### config.mk
export PLATFORM = sky130hd
export DESIGN_NAME = sda_core
export DESIGN_NICKNAME = d
export VERILOG_FILES = /design/src/sda_pkg.sv /design/src/sda_core.sv
export SDC_FILE = /design/constraint.sdc
export NUM_CORES = 1
export LEC_CHECK = 0
export BUFFER_PORTS_ARGS = -buffer_cell sky130_fd_sc_hd__buf_2
export CORE_UTILIZATION = 30
export DETAILED_ROUTE_END_ITERATION = 6
export GPL_ROUTABILITY_DRIVEN = 0
export PLACE_DENSITY_LB_ADDON = 0.2
export SKIP_CTS_REPAIR_TIMING = 1
export SKIP_LAST_GASP = 1
export SLEW_MARGIN = 20
export SYNTH_ARGS = -nofsm -noshare
export SYNTH_HDL_FRONTEND = slang
export SYNTH_SLANG_ARGS = --single-unit
export TNS_END_PERCENT = 30
### constraint.sdc
create_clock -name clock -period 2.49 [get_ports clock]
set_clock_uncertainty 0.15 [all_clocks]
set_input_delay 0 -clock clock [delete_from_list [all_inputs] [get_ports clock]]
set_output_delay 0 -clock clock [all_outputs]
set_load 0.005 [all_outputs]
### src/sda_pkg.sv
package sda_pkg;
  // ----------------------------------------
  // Register byte addresses
  // ----------------------------------------
  localparam logic [7:0] ADDR_UPPER = 8'h00;
  localparam logic [7:0] ADDR_STAT2 = 8'h04;
  localparam logic [7:0] ADDR_LINK = 8'h08;
  // ----------------------------------------
  // Field positions
  // ----------------------------------------
  localparam int EXT_W = 6;
  localparam int UNIT_W = 3;
  localparam int BIT_DATA_LATE = 15;
  localparam int BIT_WCHK = 14;
  localparam int BIT_MPAR = 13;
  localparam int BIT_NODRV = 12;
  localparam int BIT_NOMEM = 11;
  localparam int BIT_PROG = 10;
  localparam int BIT_MISSX = 9;
  localparam int BIT_IOPAR = 8;
  localparam int BIT_OUT_RDY = 7;
  localparam int BIT_IN_RDY = 6;
  localparam int BIT_CLEAR = 5;
  localparam int BIT_PTEST = 4;
  localparam int BIT_BAI = 3;
  localparam int BIT_TRE_CS1 = 14;
  localparam int BIT_A17_CS1 = 9;
  localparam int BIT_A16_CS1 = 8;
  localparam logic [EXT_W-1:0] EXT_RESET = 6'h00;
  localparam logic [7:0] ERR_RESET = 8'h00;
  // ----------------------------------------
  // Timing
  // ----------------------------------------
  localparam int CLK_NS = 100;
  localparam int DRV_ACK_NS = 1500;
  localparam int DRV_ACK_CYC = DRV_ACK_NS / CLK_NS;
  localparam int MISSX_US = 500;
  localparam int MISSX_CYC = (MISSX_US * 1000) / CLK_NS;
endpackage

### src/sda_core.sv
// Function
// - Upper six address bits sit above the sixteen-bit low address.
// - Extension counts up on carry, down on borrow.
// - Bits sixteen and seventeen writable here or via control register one.
// - Extension bits 15-6 read zero; 5-0 writable, cleared by init/clear.
// - Unit select bits 2-0 choose the responding drive.
// - Data late set when demand finds no word or no room.
// - Error flags hold until init, clear, error clear or go command.
// - Write-check mismatch sets flag, ends transfer, freezes buffer word.
// - Memory parity flag is OR of address and both data parity errors.
// - Missing drive set if no drive ack within 1.5 us of strobe.
// - Missing memory set when DMA address does not respond.
// - Transfer command while busy sets program error, command suppressed.
// - Missed transfer set if drive does not start within 500 us.
// - I/O data parity checked on read and write-check only.
// - Any listed flag drives the transfer error summary.
// - Output ready while buffer holds a word; cleared by init/clear/read.
// - Input ready while buffer has room; clear when eight words held.
// - Writing one to write-only clear bit initializes controller and drives.
// - Parity test bit selects even generated parity; cleared by clear.
// - Parity test expects even data parity; control parity stays normal.
// - Writing one to summary bit of register one clears errors.
`timescale 1ns/1ps
module sda_core #(
  parameter int MISSX_CYCLES = sda_pkg::MISSX_CYC,
  parameter int BUF_WORDS = 8
) (
  // APB
  input wire logic clock,
  input wire logic rst_b,
  input wire logic psel,
  input wire logic penable,
  input wire logic pwrite,
  input wire logic [7:0] paddr,
  input wire logic [31:0] pwdata,
  output logic [31:0] prdata,
  output logic pready,
  output logic pslverr,
  // Control register one interface
  input wire logic cs1_hi_we,
  input wire logic [1:0] cs1_a17_a16,
  input wire logic cs1_tre_wr1,
  input wire logic go_xfer_cmd,
  input wire logic busy,
  output logic transfer_error_summary,
  output logic cmd_suppress,
  // Address counting
  input wire logic low_carry,
  input wire logic low_borrow,
  input wire logic [15:0] dma_lower_address,
  output logic [21:0] dma_address,
  output logic [2:0] unit_sel,
  output logic addr_inc_inhibit,
  // Transfer events
  input wire logic read_mode,
  input wire logic wchk_mode,
  input wire logic write_mode,
  input wire logic drive_demand,
  input wire logic word_avail,
  input wire logic room_avail,
  input wire logic wchk_mismatch,
  input wire logic address_parity_error,
  input wire logic odd_word_data_parity_error,
  input wire logic even_word_data_parity_error,
  input wire logic controller_register_strobe,
  input wire logic drive_register_ack,
  input wire logic mem_timeout,
  input wire logic drive_started,
  input wire logic io_data_valid,
  input wire logic [15:0] io_data,
  input wire logic io_data_par,
  output logic xfer_abort,
  output logic freeze_buffer,
  output logic parity_even,
  output logic drive_init,
  // Buffer status
  input wire logic [3:0] buf_count
);
  // ----------------------------------------
  // Bus decode
  // ----------------------------------------
  localparam int EXT_W_L = sda_pkg::EXT_W;
  localparam int UNIT_W_L = sda_pkg::UNIT_W;
  localparam int ERR_W = 8;
  // Register state
  logic [EXT_W_L-1:0] ext_reg;
  logic [EXT_W_L-1:0] ext_next;
  logic [UNIT_W_L-1:0] unit_reg;
  logic [UNIT_W_L-1:0] unit_next;
  logic ptest_reg;
  logic ptest_next;
  logic bai_reg;
  logic bai_next;
  // Error flag state, one cell per flag
  wire [ERR_W-1:0] err_reg;
  // Watchdog expiries
  wire drv_timeout;
  wire mx_timeout;
  wire wr_en = psel && penable && pwrite;
  wire hit_upper = paddr == sda_pkg::ADDR_UPPER;
  wire hit_stat2 = paddr == sda_pkg::ADDR_STAT2;
  wire hit_link = paddr == sda_pkg::ADDR_LINK;
  wire wr_upper = wr_en && hit_upper;
  wire wr_stat2 = wr_en && hit_stat2;
  wire ctl_clear = wr_stat2 && pwdata[sda_pkg::BIT_CLEAR];
  // Error clear or go loads reset flags
  wire err_clear = ctl_clear || cs1_tre_wr1 || (go_xfer_cmd && !busy);
  assign pready = 1'b1;
  assign pslverr = psel && penable && !(hit_upper || hit_stat2 || hit_link);
  assign drive_init = ctl_clear;
  // ----------------------------------------
  // Address extension
  // ----------------------------------------
  // Full address
  assign dma_address = {ext_reg, dma_lower_address};
  always_comb begin
    ext_next = ext_reg;
    if (wr_upper) begin
      ext_next = pwdata[EXT_W_L-1:0];
    end else if (cs1_hi_we && !busy) begin
      ext_next = {ext_reg[EXT_W_L-1:2], cs1_a17_a16};
    end else if (low_carry) begin
      ext_next = ext_reg + 6'h01;
    end else if (low_borrow) begin
      ext_next = ext_reg - 6'h01;
    end
  end
  // ----------------------------------------
  // Control fields
  // ----------------------------------------
  // Unit select may change mid-transfer without harm
  assign unit_next = wr_stat2 ? pwdata[UNIT_W_L-1:0] : unit_reg;
  assign ptest_next = wr_stat2 ? pwdata[sda_pkg::BIT_PTEST] : ptest_reg;
  // Increment inhibit frozen while a transfer runs
  assign bai_next = (wr_stat2 && !busy) ? pwdata[sda_pkg::BIT_BAI] : bai_reg;
  // ----------------------------------------
  // Watchdogs
  // ----------------------------------------
  // Drive ack watchdog, restarted by each strobe that does not meet an ack or an expiry in its cycle
  sda_wdog #(
    .CNT_W(8),
    .LIMIT(sda_pkg::DRV_ACK_CYC)
  ) u_ack_wdog (
    .clock(clock),
    .rst_b(rst_b),
    .start(controller_register_strobe),
    .stop(drive_register_ack),
    .expired(drv_timeout)
  );
  // Command start watchdog; a clear abandons the wait
  sda_wdog #(
    .CNT_W(20),
    .LIMIT(MISSX_CYCLES)
  ) u_mx_wdog (
    .clock(clock),
    .rst_b(rst_b),
    .start(go_xfer_cmd && !busy),
    .stop(ctl_clear || drive_started),
    .expired(mx_timeout)
  );
  // ----------------------------------------
  // I/O bus data parity
  // ----------------------------------------
  // Odd total is good normally, even total under parity test
  wire io_par_sum = ^{io_data, io_data_par};
  wire io_par_bad = io_par_sum == ptest_reg;
  // ----------------------------------------
  // Error flags
  // ----------------------------------------
  logic [7:0] err_set;
  always_comb begin
    err_set = 8'h00;
    err_set[7] = drive_demand &&
      ((write_mode && !word_avail) || ((read_mode || wchk_mode) && !room_avail));
    err_set[6] = wchk_mode && wchk_mismatch;
    err_set[5] = address_parity_error || odd_word_data_parity_error ||
      even_word_data_parity_error;
    err_set[4] = drv_timeout;
    err_set[3] = mem_timeout;
    err_set[2] = go_xfer_cmd && busy;
    err_set[1] = mx_timeout;
    err_set[0] = io_data_valid && (read_mode || wchk_mode) && io_par_bad;
  end
  // One cell per flag; set wins over clear
  genvar gi;
  generate
    for (gi = 0; gi < ERR_W; gi++) begin : g_flag
      sda_flag #(
        .RESET_VAL(sda_pkg::ERR_RESET[gi])
      ) u_flag (
        .clock(clock),
        .rst_b(rst_b),
        .set_evt(err_set[gi]),
        .clr_evt(err_clear),
        .flag(err_reg[gi])
      );
    end
  endgenerate
  // ----------------------------------------
  // Transfer side outputs
  // ----------------------------------------
  // Error summary
  assign transfer_error_summary = |err_reg;
  assign cmd_suppress = go_xfer_cmd && busy;
  assign xfer_abort = err_set[6];
  assign freeze_buffer = err_reg[6];
  assign parity_even = ptest_reg;
  assign unit_sel = unit_reg;
  assign addr_inc_inhibit = bai_reg;
  // ----------------------------------------
  // Read mux
  // ----------------------------------------
  // Buffer ready flags
  wire out_rdy = buf_count != 4'h0;
  wire in_rdy = buf_count < 4'(BUF_WORDS);
  // Status two word, built field by field
  logic [15:0] stat2_val;
  always_comb begin
    stat2_val = 16'h0000;
    stat2_val[sda_pkg::BIT_DATA_LATE:sda_pkg::BIT_IOPAR] = err_reg;
    stat2_val[sda_pkg::BIT_OUT_RDY] = out_rdy;
    stat2_val[sda_pkg::BIT_IN_RDY] = in_rdy;
    // Clear is write only and always reads zero
    stat2_val[sda_pkg::BIT_CLEAR] = 1'b0;
    stat2_val[sda_pkg::BIT_PTEST] = ptest_reg;
    stat2_val[sda_pkg::BIT_BAI] = bai_reg;
    stat2_val[UNIT_W_L-1:0] = unit_reg;
  end
  always_comb begin
    prdata = 32'h0000_0000;
    if (hit_upper) begin
      prdata = {26'h000_0000, ext_reg};
    end else if (hit_stat2) begin
      prdata = {16'h0000, stat2_val};
    end
  end
  // ----------------------------------------
  // Registers
  // ----------------------------------------
  // Init or controller clear empties the control fields
  wire fld_clear = !rst_b || ctl_clear;
  always_ff @(posedge clock) begin
    if (fld_clear) begin
      ext_reg <= sda_pkg::EXT_RESET;
    end else begin
      ext_reg <= ext_next;
    end
  end
  always_ff @(posedge clock) begin
    if (fld_clear) begin
      unit_reg <= 3'h0;
    end else begin
      unit_reg <= unit_next;
    end
  end
  always_ff @(posedge clock) begin
    if (fld_clear) begin
      ptest_reg <= 1'b0;
    end else begin
      ptest_reg <= ptest_next;
    end
  end
  always_ff @(posedge clock) begin
    if (fld_clear) begin
      bai_reg <= 1'b0;
    end else begin
      bai_reg <= bai_next;
    end
  end
endmodule // sda_core

// ----------------------------------------
// Error flag cell
// ----------------------------------------
module sda_flag #(
  parameter logic RESET_VAL = 1'b0
) (
  // Clock and reset
  input wire logic clock,
  input wire logic rst_b,
  // Events
  input wire logic set_evt,
  input wire logic clr_evt,
  // State
  output logic flag
);
  logic flag_reg;
  logic flag_next;
  // A set in the clear cycle survives, so no event is lost
  assign flag_next = (clr_evt ? 1'b0 : flag_reg) | set_evt;
  always_ff @(posedge clock) begin
    if (!rst_b) begin
      flag_reg <= RESET_VAL;
    end else begin
      flag_reg <= flag_next;
    end
  end
  assign flag = flag_reg;
endmodule // sda_flag

// ----------------------------------------
// Cycle watchdog
// ----------------------------------------
module sda_wdog #(
  parameter int CNT_W = 8,
  parameter int LIMIT = 15
) (
  // Clock and reset
  input wire logic clock,
  input wire logic rst_b,
  // Control
  input wire logic start,
  input wire logic stop,
  // Result
  output logic expired
);
  // Limit must fit the counter width, or the truncated limit ends the wait early
  logic wait_reg;
  logic [CNT_W-1:0] cnt_reg;
  wire at_limit = cnt_reg == CNT_W'(LIMIT - 1);
  // A stop in the last cycle beats the expiry
  assign expired = wait_reg && !stop && at_limit;
  always_ff @(posedge clock) begin
    if (!rst_b || stop || expired) begin
      wait_reg <= 1'b0;
      cnt_reg <= {CNT_W{1'b0}};
    end else if (start) begin
      wait_reg <= 1'b1;
      cnt_reg <= {CNT_W{1'b0}};
    end else if (wait_reg) begin
      cnt_reg <= cnt_reg + {{(CNT_W-1){1'b0}}, 1'b1};
    end
  end
endmodule // sda_wdog

## Word-level counts from Yosys, hierarchy flattened

Cells that the tools add are included.

- RAM bits: 0
- Register bits after elaboration: 49
- Memory bits (read-only): 0
- Latch bits: 0
- Word-level logic and storage cells: 100
- Bits of input ports: 105
- Output and inout bits: 66
- Memories kept: 0

- $mul: 0
- Add/sub/neg operators: 4
- $lt $le $gt $ge: 1
- Shift operators: 0
- Div/mod/pow operators: 0
- Bitwise operators: 8
- Mux-type cells: 14
- Equality and inequality tests: 6
- Reduce and logical (&&, ||, !) cells: 50

Operators by type and width:

| cell | number |
|---|---|
| $mux 16 | 2 |
| $mux 6 | 4 |
| $add 20x1->20 const B | 1 |
| $eq 20x13->1 const B | 1 |
| $logic_and 1x1->1 | 20 |
| $reduce_xor 17->1 | 1 |
| $eq 8x4->1 const B | 2 |
| $logic_or 1x1->1 | 14 |
| $add 8x1->8 const B | 1 |
| $eq 8x3->1 const B | 1 |
| $logic_not 8->1 | 1 |
| $mux 1 | 8 |
| $or 1x1->1 | 8 |
| $reduce_bool 4->1 | 2 |
| $reduce_or 8->1 | 1 |
| $logic_not 1->1 | 7 |
| $add 6x1->6 const B | 1 |
| $sub 6x1->6 const B | 1 |
| $lt 4x4->1 const B | 1 |
| $reduce_or 2->1 | 2 |
| $reduce_bool 3->1 | 1 |
| $ne 2x2->1 const B | 1 |
| $reduce_and 2->1 | 1 |
| $eq 1x1->1 | 1 |

## Logic depth before layout (Yosys ltp)

Gate-level depths: netlist of run 1.

- Depth after elaboration: 10
- Gate-level depth with buffers: 7
- Mapped depth without buffers: 7

## Modules after synthesis

From an unflattened synthesis of run 1, not the netlist that was laid out.

- Cells, all modules: 352
- Area, all modules: 3118.0 um^2

By module, submodules not included:

| module | cells each | seq. area each (um^2) | instances | area each (um^2) |
|---|---|---|---|---|
| sda_core | 167 | 220.2 | 1 | 1381.3 |
| sda_wdog at u_mx_wdog | 115 | 420.4 | 1 | 982.2 |
| sda_wdog at u_ack_wdog | 46 | 180.2 | 1 | 424.2 |
| sda_flag | 3 | 20.0 | 8 | 41.3 |

## Least setup slack after synthesis of run 1

OpenSTA, ideal clock, no wires.

- Path kind: input-to-reg
- Start point: in paddr[1]
- End point: reg ext_reg[5]
- Required time: 2.249 ns
- Data arrival time: 1.857 ns
- Slack: 0.392 ns
- Setup time: 0.091 ns
- Stages: 7
- Path buffers: 2
- Cells stage by stage: or4_4 -> or3_1 -> buf_2 -> or3_1 -> buf_2 -> and3_1 -> a311oi_1

- Word-level cells in the longest chain between the ends: 4
- Elaborated cells between the ends (all ways): 10
- Those cells by class: 2 x eq/ne; 1 x mux; 7 x reduce/logical

Ends and longest elaborated chain:

| what | RTL line | text |
|---|---|---|
| start: declaration | sda_core.sv:34 | `input wire logic [7:0] paddr,` |
| $logic_not 8->1 or $eq 8x3->1 (tied branches) | sda_core.sv:100, sda_core.sv:101 |  |
| $logic_and 1x1->1, on equally long branches | sda_core.sv:103, sda_core.sv:104 |  |
| $ne 2x2->1 (no source line), or another cell as far along | -- |  |
| $reduce_and 2->1 (no source line) or $logic_or 1x1->1 (tied branches) | -- |  |
| end signal: assignment | sda_core.sv:244 | `ext_reg <= sda_pkg::EXT_RESET;` |
| end signal: assignment | sda_core.sv:246 | `ext_reg <= ext_next;` |
| end: declaration | sda_core.sv:86 | `logic [EXT_W_L-1:0] ext_reg;` |

Several ways; a longest one is shown, not always the timed one.
A chain may end at the register's enable or synchronous reset.

## Final worst setup path of run 1

- Start point: in paddr[1]
- End point: reg ext_reg[1]

- Word-level cells in the longest chain between the ends: 4
- Elaborated cells between the ends (all ways): 8
- Those cells by class: 1 x eq/ne; 1 x mux; 6 x reduce/logical

Ends and longest elaborated chain:

| what | RTL line | text |
|---|---|---|
| $eq 8x3->1 | sda_core.sv:101 | `wire hit_stat2 = paddr == sda_pkg::ADDR_STAT2;` |
| $logic_and 1x1->1 | sda_core.sv:104 | `wire wr_stat2 = wr_en && hit_stat2;` |
| $logic_and 1x1->1 | sda_core.sv:105 | `wire ctl_clear = wr_stat2 && pwdata[sda_pkg::BIT_CLEAR];` |
| $logic_or 1x1->1 | sda_core.sv:241 | `wire fld_clear = !rst_b \|\| ctl_clear;` |

Several ways; a longest one is shown, not always the timed one.

==> impl_summary.md, run 1 <==
Run status
The flow ran to the end, but the final reports show violations. The checks that failed: hold timing.

Yosys
After synthesis the cells add up to 2910 µm². Sequential cells were found to cover 33.7% of the synthesized design area. The commonest register cell after synthesis is dfxtp_1. The leading area contributor after synthesis is dfxtp_1. The synthesized area per cell is 8.42 µm². The share of the synthesized area in the top cell type is 33.7%. The number of distinct library cells after synthesis is 44. Ranked by total cell area, the synthesized netlist is headed by dfxtp_1, xnor2_1, buf_4, nor2_1, xor2_1. The post-synthesis instance total is 346. The async set or reset register ratio after synthesis is 0%. Yosys printed 0 warnings. The count of flip-flops with a built-in enable after synthesis is 0. The synthesized design contains 49 register bits.

Worst setup path
The endpoint type of the worst setup path is a register. The critical path goes through buf_2, or4_4, or3_1, buf_4, nor3_1, nand2_1, a21oi_1, dlygate4sd3_1. The critical path in this run is classified as primary input to register.

On the worst path, the slowest cell contributes a delay of 560 ps. Of all nets on the critical path, the largest fanout is 7. The cell depth of the worst flop-to-flop path is 6. The endpoint required time on the critical path is 2590 ps.

The kind of start point of the critical path is a primary input. The largest individual stage delay along the critical path comes from the cell or4_4. The arrival time of data at the critical path endpoint is 2340 ps.

Worst hold path
The depth of the worst hold-timing path is 4. The worst min-delay path class is primary input to register.

STA
Setup repair after global routing left no endpoint under its margin. The slew at the pin with the worst max-slew slack is 517 ps. The minimum period implied by the final worst setup slack is 2240 ps.

After layout, the worst setup slack is 247 ps. For the final routed database, the setup TNS stands at 0 ps. The final count of hold timing violations is 1. The part of the cycle the worst path needs is 90.1%. The number of failing setup endpoints in the final timing report is 0. Hold timing on the final database bottoms out at a slack of -57.5 ps.

The count of pins over their slew limit is 0. The fmax is 446 MHz. Headroom to the max-slew limit came out at 65.3%.

Drt
The detail-routed net length per standard cell is 12.4 µm. The detailed-router iteration count before antenna repair is 4. Once detail routing completed, the nets flagged for antenna violations numbered 0. The detailed router finished its first iteration with 50 violations. The number of vias after detailed routing is 2714.

The final routed wirelength across all metal layers is 7410 µm. The vias per cell is 4.53. In the routed design, unresolved DRC markers number 0.

Cells and area
The final layout contains 583 nets. The count of antenna diodes in the layout is 0. The register with the most flip-flops in the layout has 20 of them. In the layout the commonest cells are buf_2, nor2_1, dfxtp_1, dlygate4sd3_1, xnor2_1. The post-route netlist has 24.3% of its cells at a drive strength greater than 1. The most common library cell in the layout ignoring fill and taps is buf_2. The total of fill cells in the finished design is 976. The area growth from synthesis to layout is 33.4%.

CTS
The H-tree depth is 2. After clock tree synthesis, the clock-pin slew on the worst setup and hold paths is 90 ps. The clock tree from TritonCTS is built. The number of buffers created by CTS is 5. The library cell used as clock root buffer is clkbuf_8. The longest clock path from root to sink contains 2 buffers. The number of clock sinks is 49. The clock network latency to the later pin of the worst-skew pair is 300 ps.

Floorplan
In this run the core area contains 35 standard-cell rows. The number of placed I/O pins is 171. The floorplan step defined a die boundary enclosing 10100 µm². The die is 101 µm tall. The initial core utilization is 31.2%. The die width is 101 µm.

After floorplanning, the core was sized to cover 9330 µm².

GRT
The initial antenna violation count is 0. The maximum number of pins on one net before global-route repair is 21. The wire length of the first global-routing pass is 11500 µm. The overall fraction of global-route tracks in use is 14.3%. The total congestion overflow is 0. The number of global-route vias before repair is 2447.

Pwr
The switching power share of the total is 27.3%. The portion of total power attributed to sequential cells is 48.8%. The part of the power in the clock network is 28.0%. The peak supply drop is 249 µV. The switching power of the nets is 0.473 mW. The internal power summed over all cells is 1.26 mW. Per report_power, the combinational group accounts for 23.2% of the total. The overall power consumption is 1.73 mW. The analysis attributes to cell leakage a power of 1.70 nW. The areal power density over the cells is 446 nW/µm².

Placement
Port buffering added 95 buffers. The HPWL reported at the end of detailed placement is 5660 µm. Before CTS, the worst setup slack after placement is 263 ps.

Job
Max-cap violations in this run came to 0.
worst paths after layout:
kind | endpoint | slack [ps] | start
worst max-delay path | ext_reg[1] | 250 | paddr[1]
worst min-delay path | g_flag[2].u_flag.flag | -60 | go_xfer_cmd
worst min register to register | g_flag[4].u_flag.flag | 350 | g_flag[4].u_flag.flag
worst max register to register | ext_reg[5] | 310 | ext_reg[1]
power groups by stage:
stage	combinational (mW)	clock (mW)	sequential, mW
floorplan	0.264	0	0.852
global placement	0.339	0	0.863
detailed placement	0.343	0	0.864
CTS	0.347	0.506	0.845
global route	0.447	0.535	0.850
finish	0.402	0.484	0.845
critical path: cells and delay by family:
family / cells / cell delay [ps]
buf+inv: 3 / 840
compound gates: 1 / 120
simple gates: 4 / 1380
synth_stat cells, types with 3 or more instances:
library cell,instances
a211oi_1,5
a21oi_1,10
and2_1,10
and3_1,6
and4_1,3
buf_4,33
clkbuf_1,7
dfxtp_1,49
ha_1,7
inv_1,5
mux2i_1,14
nand2_1,19
nand2b_1,3
nand3_1,5
nand4_1,12
nor2_1,61
nor2b_1,3
nor3_1,6
nor4_1,7
or3_1,4
xnor2_1,29
xor2_1,17
per-layer routing:
metal / GRT usage, % / routed length, µm / vias to the layer above
met1: 19.2 / 3690 / 1230
met4: 4.01 / 62 / 0
met5: 0 / 0 / -
met3: 2.70 / 412 / 5
met2: 23.5 / 3250 / 104
li1: - / - / 1375
logic make-up after synthesis:
| group | after synthesis | share of synthesized area, % |
|---|---|---|
| DFF | 49 | 33.7 |
| muxes | 14 | 4.81 |
| adders and majority gates | 8 | 3.69 |
| buffers and inverters | 47 | 10.4 |
| xor gates and xnor gates | 47 | 14.6 |
| other | 2 | 0.258 |
| and+or+nand+nor | 149 | 25.6 |
| AOI/OAI and AO/OA | 30 | 7.00 |
stage by stage:
stage                     cells  utilization [%]  instance area, µm²
after floorplan             361                -                2970
after global placement      550             36.2                3380
after detailed placement    550             36.2                3380
after CTS                   557             37.2                3470
after global routing        599             41.7                3890
final                       599             41.7                3890
area by class of cell:
cell class,instances,area [µm²],area share (%)
sequential,49,981,25.2
timing repair buffer,144,948,24.4
multi-input combinational,265,1690,43.4
clock inverter,1,7.51,0.193
clock buffer,6,82.6,2.12
inverter,5,18.8,0.483
tap,129,161,4.15
(Power assumes the default switching activity.)
==> run 2: changes to the inputs <==
--- a/config.mk
+++ b/config.mk
@@ -5,6 +5,7 @@
 export SDC_FILE = /design/constraint.sdc
 export NUM_CORES = 1
 export LEC_CHECK = 0
+export ABC_AREA = 1
 export BUFFER_PORTS_ARGS = -buffer_cell sky130_fd_sc_hd__buf_2
 export CORE_UTILIZATION = 30
 export DETAILED_ROUTE_END_ITERATION = 6
==> run 2 against run 1 <==
Against the previous run:
- the run still ends with hold timing left
- area after synthesis rose by 16%
- flip-flop and latch count unchanged
- clock power about the same
- routed wire length grew 14%
- maximum frequency is 6.4% higher
- non-clock buffer count shrank 2
- combinational power decreased by 8.7%
- total power shrank 3.1%
- largest power group unchanged
==> impl_summary.md, run 2 <==
Cells and area
The post-layout net count was 755 (was 583). The count of antenna diodes in the layout is 0 (unchanged). The final standard cell count with taps included and fillers excluded is 783 (was 599). The area added between synthesis and finish is 29.3% (was 33.4%).

The proportion of layout cells with a drive suffix above 1 is 19.9% (was 24.3%). Leading cell types in the layout, fill and taps excluded: nand2_1, buf_2, inv_1, nor2_1, dfxtp_1 (was buf_2, nor2_1, dfxtp_1, dlygate4sd3_1, xnor2_1). The number of flip-flops under the largest register name is 20 (unchanged). The most common library cell in the layout ignoring fill and taps is nand2_1 (was buf_2). The cell area after layout is 4360 µm² (was 3890 µm²).

Yosys
The number of warnings issued by yosys was 0 (unchanged). The post-synthesis register bit count was 49 (unchanged). Commonest cells in the netlist: nand2_1, inv_1, nor2_1 (was nor2_1, dfxtp_1, buf_4). The post-synthesis instance total is 515 (was 346). The count of flip-flops with a built-in enable after synthesis is 0 (unchanged).

The synthesized area per cell came to 6.55 µm² (was 8.42 µm²). The synthesized area is 3380 µm² (was 2910 µm²). The part of the Yosys area used for sequential elements is 29.1% (was 33.7%). The leading cell type by number of instances after synthesis is nand2_1 (was nor2_1). The number of distinct library cells after synthesis is 42 (was 44). The share of the synthesized area in the top cell type is 29.1% (was 33.7%). Area contributors post-synth: dfxtp_1, nand2_1, inv_1, buf_4, nor2_1 (was dfxtp_1, xnor2_1, buf_4, nor2_1, xor2_1).

The commonest register cell after synthesis is dfxtp_1 (unchanged). The leading area contributor after synthesis is dfxtp_1 (unchanged). The async set or reset register ratio after synthesis came to 0% (unchanged).

Worst setup path
The maximum net fanout on the critical path is 4 (was 7). The type of the worst setup path is register to register (was primary input to register). The cell class contributing the biggest share of worst-path delay is simple AND/OR/NAND/NOR gates (unchanged). The capturing point of the worst reg2reg path is u_mx_wdog.wait_reg (was ext_reg[5]).

Critical Path, Cell by Cell: ha_1, inv_1, nor4_1, nand3_1, nor2_1, nor2_1, nand2_1, a21oi_1, dlygate4sd3_1 (was buf_2, or4_4, or3_1, buf_4, nor3_1, nand2_1, a21oi_1, dlygate4sd3_1). The kind of start point of the critical path is a register (was primary input). The delay of the slowest critical-path stage is 560 ps (about the same). The cell that appears most often on the critical path is nor2_1. The startpoint of the lowest-slack register-to-register path is u_mx_wdog.cnt_reg[0] (was ext_reg[1]).

The endpoint type of the worst setup path is a register (unchanged). The buffers plus inverters on the worst setup path is 2 (was 3). The slowest cell on the critical path is dlygate4sd3_1 (was or4_4).

The arrival time of data at the critical path endpoint is 2150 ps (was 2340 ps). The cell depth of the worst flop-to-flop path came to 9 (was 6). The internal reg-to-reg setup slack was 380 ps (was 310 ps). The endpoint required time on the critical path is 2530 ps (was 2590 ps).

STA
The part of the cycle the worst path needs is 84.7% (was 90.1%). The minimum period implied by the final worst setup slack was 2110 ps (was 2240 ps). The number of failing setup endpoints in the final timing report is 0 (unchanged). The fmax is 474 MHz (was 446 MHz). The headroom to the max-slew limit is 61.2% (was 65.3%). The final count of hold timing violations is 3 (was 1). The slew at the pin with the worst max-slew slack is 576 ps (was 517 ps). Setup repair after global routing missed its margin: no (unchanged). The final total negative setup slack is 0 ps (unchanged). The count of pins over their slew limit is 0 (unchanged). The post-route worst hold slack came to -49.3 ps (was -57.5 ps).

CTS
The clock tree from TritonCTS was built (unchanged). The H-tree depth came to 2 (unchanged). The CTS clock-pin slew for the worst setup and hold paths is 100 ps (was 90 ps).

The number of clock sinks is 49 (unchanged). The number of buffers between clock root and the deepest sink is 2 (unchanged). The library cell used as clock root buffer is clkbuf_8 (unchanged). The clock network latency to the later pin of the worst-skew pair is 300 ps (about the same).

The number of buffers created by CTS is 5 (unchanged).

Pwr
The overall power consumption is 1.68 mW (was 1.73 mW). The peak supply drop was 214 µV (was 249 µV). The areal power density over the cells is 385 nW/µm² (was 446 nW/µm²).

The cell leakage power was 2.12 nW (was 1.70 nW).

Worst hold path
The critical hold path startpoint is low_borrow (was go_xfer_cmd). The depth of the worst hold-timing path was 5 (was 4). The worst min-delay path class is primary input to register (unchanged). The destination of the worst hold path is ext_reg[0] (was g_flag[2].u_flag.flag).

Floorplan
The height of the die came to 108 µm (was 101 µm). The die width is 108 µm (was 101 µm). The placeable core region is 10900 µm² (was 9330 µm²). The initial core utilization is 31.0% (was 31.2%). The number of placement rows is 38 (was 35). The die footprint is 11700 µm² (was 10100 µm²).

The number of placed I/O pins came to 171 (unchanged).

GRT
The initial antenna violation count is 0 (unchanged). The number of global-route vias before repair is 3014 (was 2447). The maximum number of pins on one net before global-route repair is 21 (unchanged).

The overall fraction of global-route tracks in use is 14.2% (was 14.3%). The wire length of the first global-routing pass is 13500 µm (was 11500 µm). The total congestion overflow is 0 (unchanged).

Drt
The vias per cell is 4.38 (was 4.53). The number of routed nets with antenna violations is 0 (unchanged). The number of vias after detailed routing is 3428 (was 2714). The count of routing violations after the opening detailed-route iteration is 126 (was 50). The final routed wirelength across all metal layers is 8440 µm (was 7410 µm). The number of DRC violations after detailed routing came to 0 (unchanged). The detail-routed net length per standard cell is 10.8 µm (was 12.4 µm). The detailed-router iteration count before antenna repair was 4 (unchanged).

Run status
Failing checks: hold timing (unchanged). Run status: complete, but fails checks (unchanged).

Placement
The cell area after placement is 3800 µm² (was 3380 µm²). The count of port buffers added during placement is 95 (unchanged). The HPWL reported at the end of detailed placement came to 6420 µm (was 5660 µm). The number of instances in the placed design is 728 (was 550).

Job
The number of violations of the max-capacitance limit is 0 (unchanged).
[run 2: cell types whose count changed in the layout (fill, tap and decap cells not counted), sizes merged, moves of 14 or more]
cell,previous run,this run
a21oi,10,25
inv,5,71
xnor2,29,8
nand3,5,27
mux2i,14,0
nand2,19,148
[run 2: area by class of cell]
cell class	count	area [µm²]
fillers	1167	6520
multi-input cells	374	1910
repair buffers	142	946
clock inverters	3	21.3
clock buffers	5	68.8
inverters	70	263
well taps	140	175
flip-flops and latches	49	981
[run 2: where the power goes]
group	switching [mW]	internal (mW)	leakage, nW
Sequential	0.0247	0.804	0.398
Clock	0.283	0.200	0.0445
Combinational	0.191	0.177	1.67
[run 2: metrics by stage]
stage                     worst slack, ps  utilization (%)
after floorplan                       893                -
after global placement                667             34.9
after detailed placement              613             34.9
after CTS                             602             35.8
after global routing                  240             40.1
final                                 381             40.1
[run 2: kinds of logic after synthesis]
logic type,after synthesis,share of synthesized area (%)
xor+xnor,25,6.49
simple gates,278,37.4
flops,49,29.1
fa+ha+maj,8,3.19
buf+inv,107,16.0
compound gates,46,7.56
other cells,2,0.222
[run 2: worst reg2reg max path: stages, from the launching register on]
cell	delay, ps
dfxtp_1	380
ha_1	160
inv_1	70
nor4_1	200
nand3_1	140
nor2_1	170
nor2_1	90
nand2_1	70
a21oi_1	30
dlygate4sd3_1	560
[run 2: worst max path at each step]
stage / start / end / cells after the start
2_1_floorplan: ext_reg[2] / ext_reg[5] / 9
3_3_place_gp: u_mx_wdog.cnt_reg[0] / u_mx_wdog.cnt_reg[16] / 8
3_5_place_dp: u_mx_wdog.cnt_reg[0] / u_mx_wdog.cnt_reg[17] / 8
4_1_cts: u_mx_wdog.cnt_reg[0] / u_mx_wdog.cnt_reg[19] / 8
5_1_grt: u_mx_wdog.cnt_reg[0] / u_mx_wdog.wait_reg / 9
6_report: u_mx_wdog.cnt_reg[0] / u_mx_wdog.wait_reg / 9
[run 2: metal layers]
| metal | global-route usage [%] | wire length [µm] | up-vias |
|---|---|---|---|
| met3 | 2.47 | 363 | 4 |
| met5 | 0 | 0 | - |
| met4 | 4.21 | 80 | 0 |
| met2 | 24.6 | 4030 | 95 |
| met1 | 18.0 | 3970 | 1516 |
| li1 | - | - | 1813 |
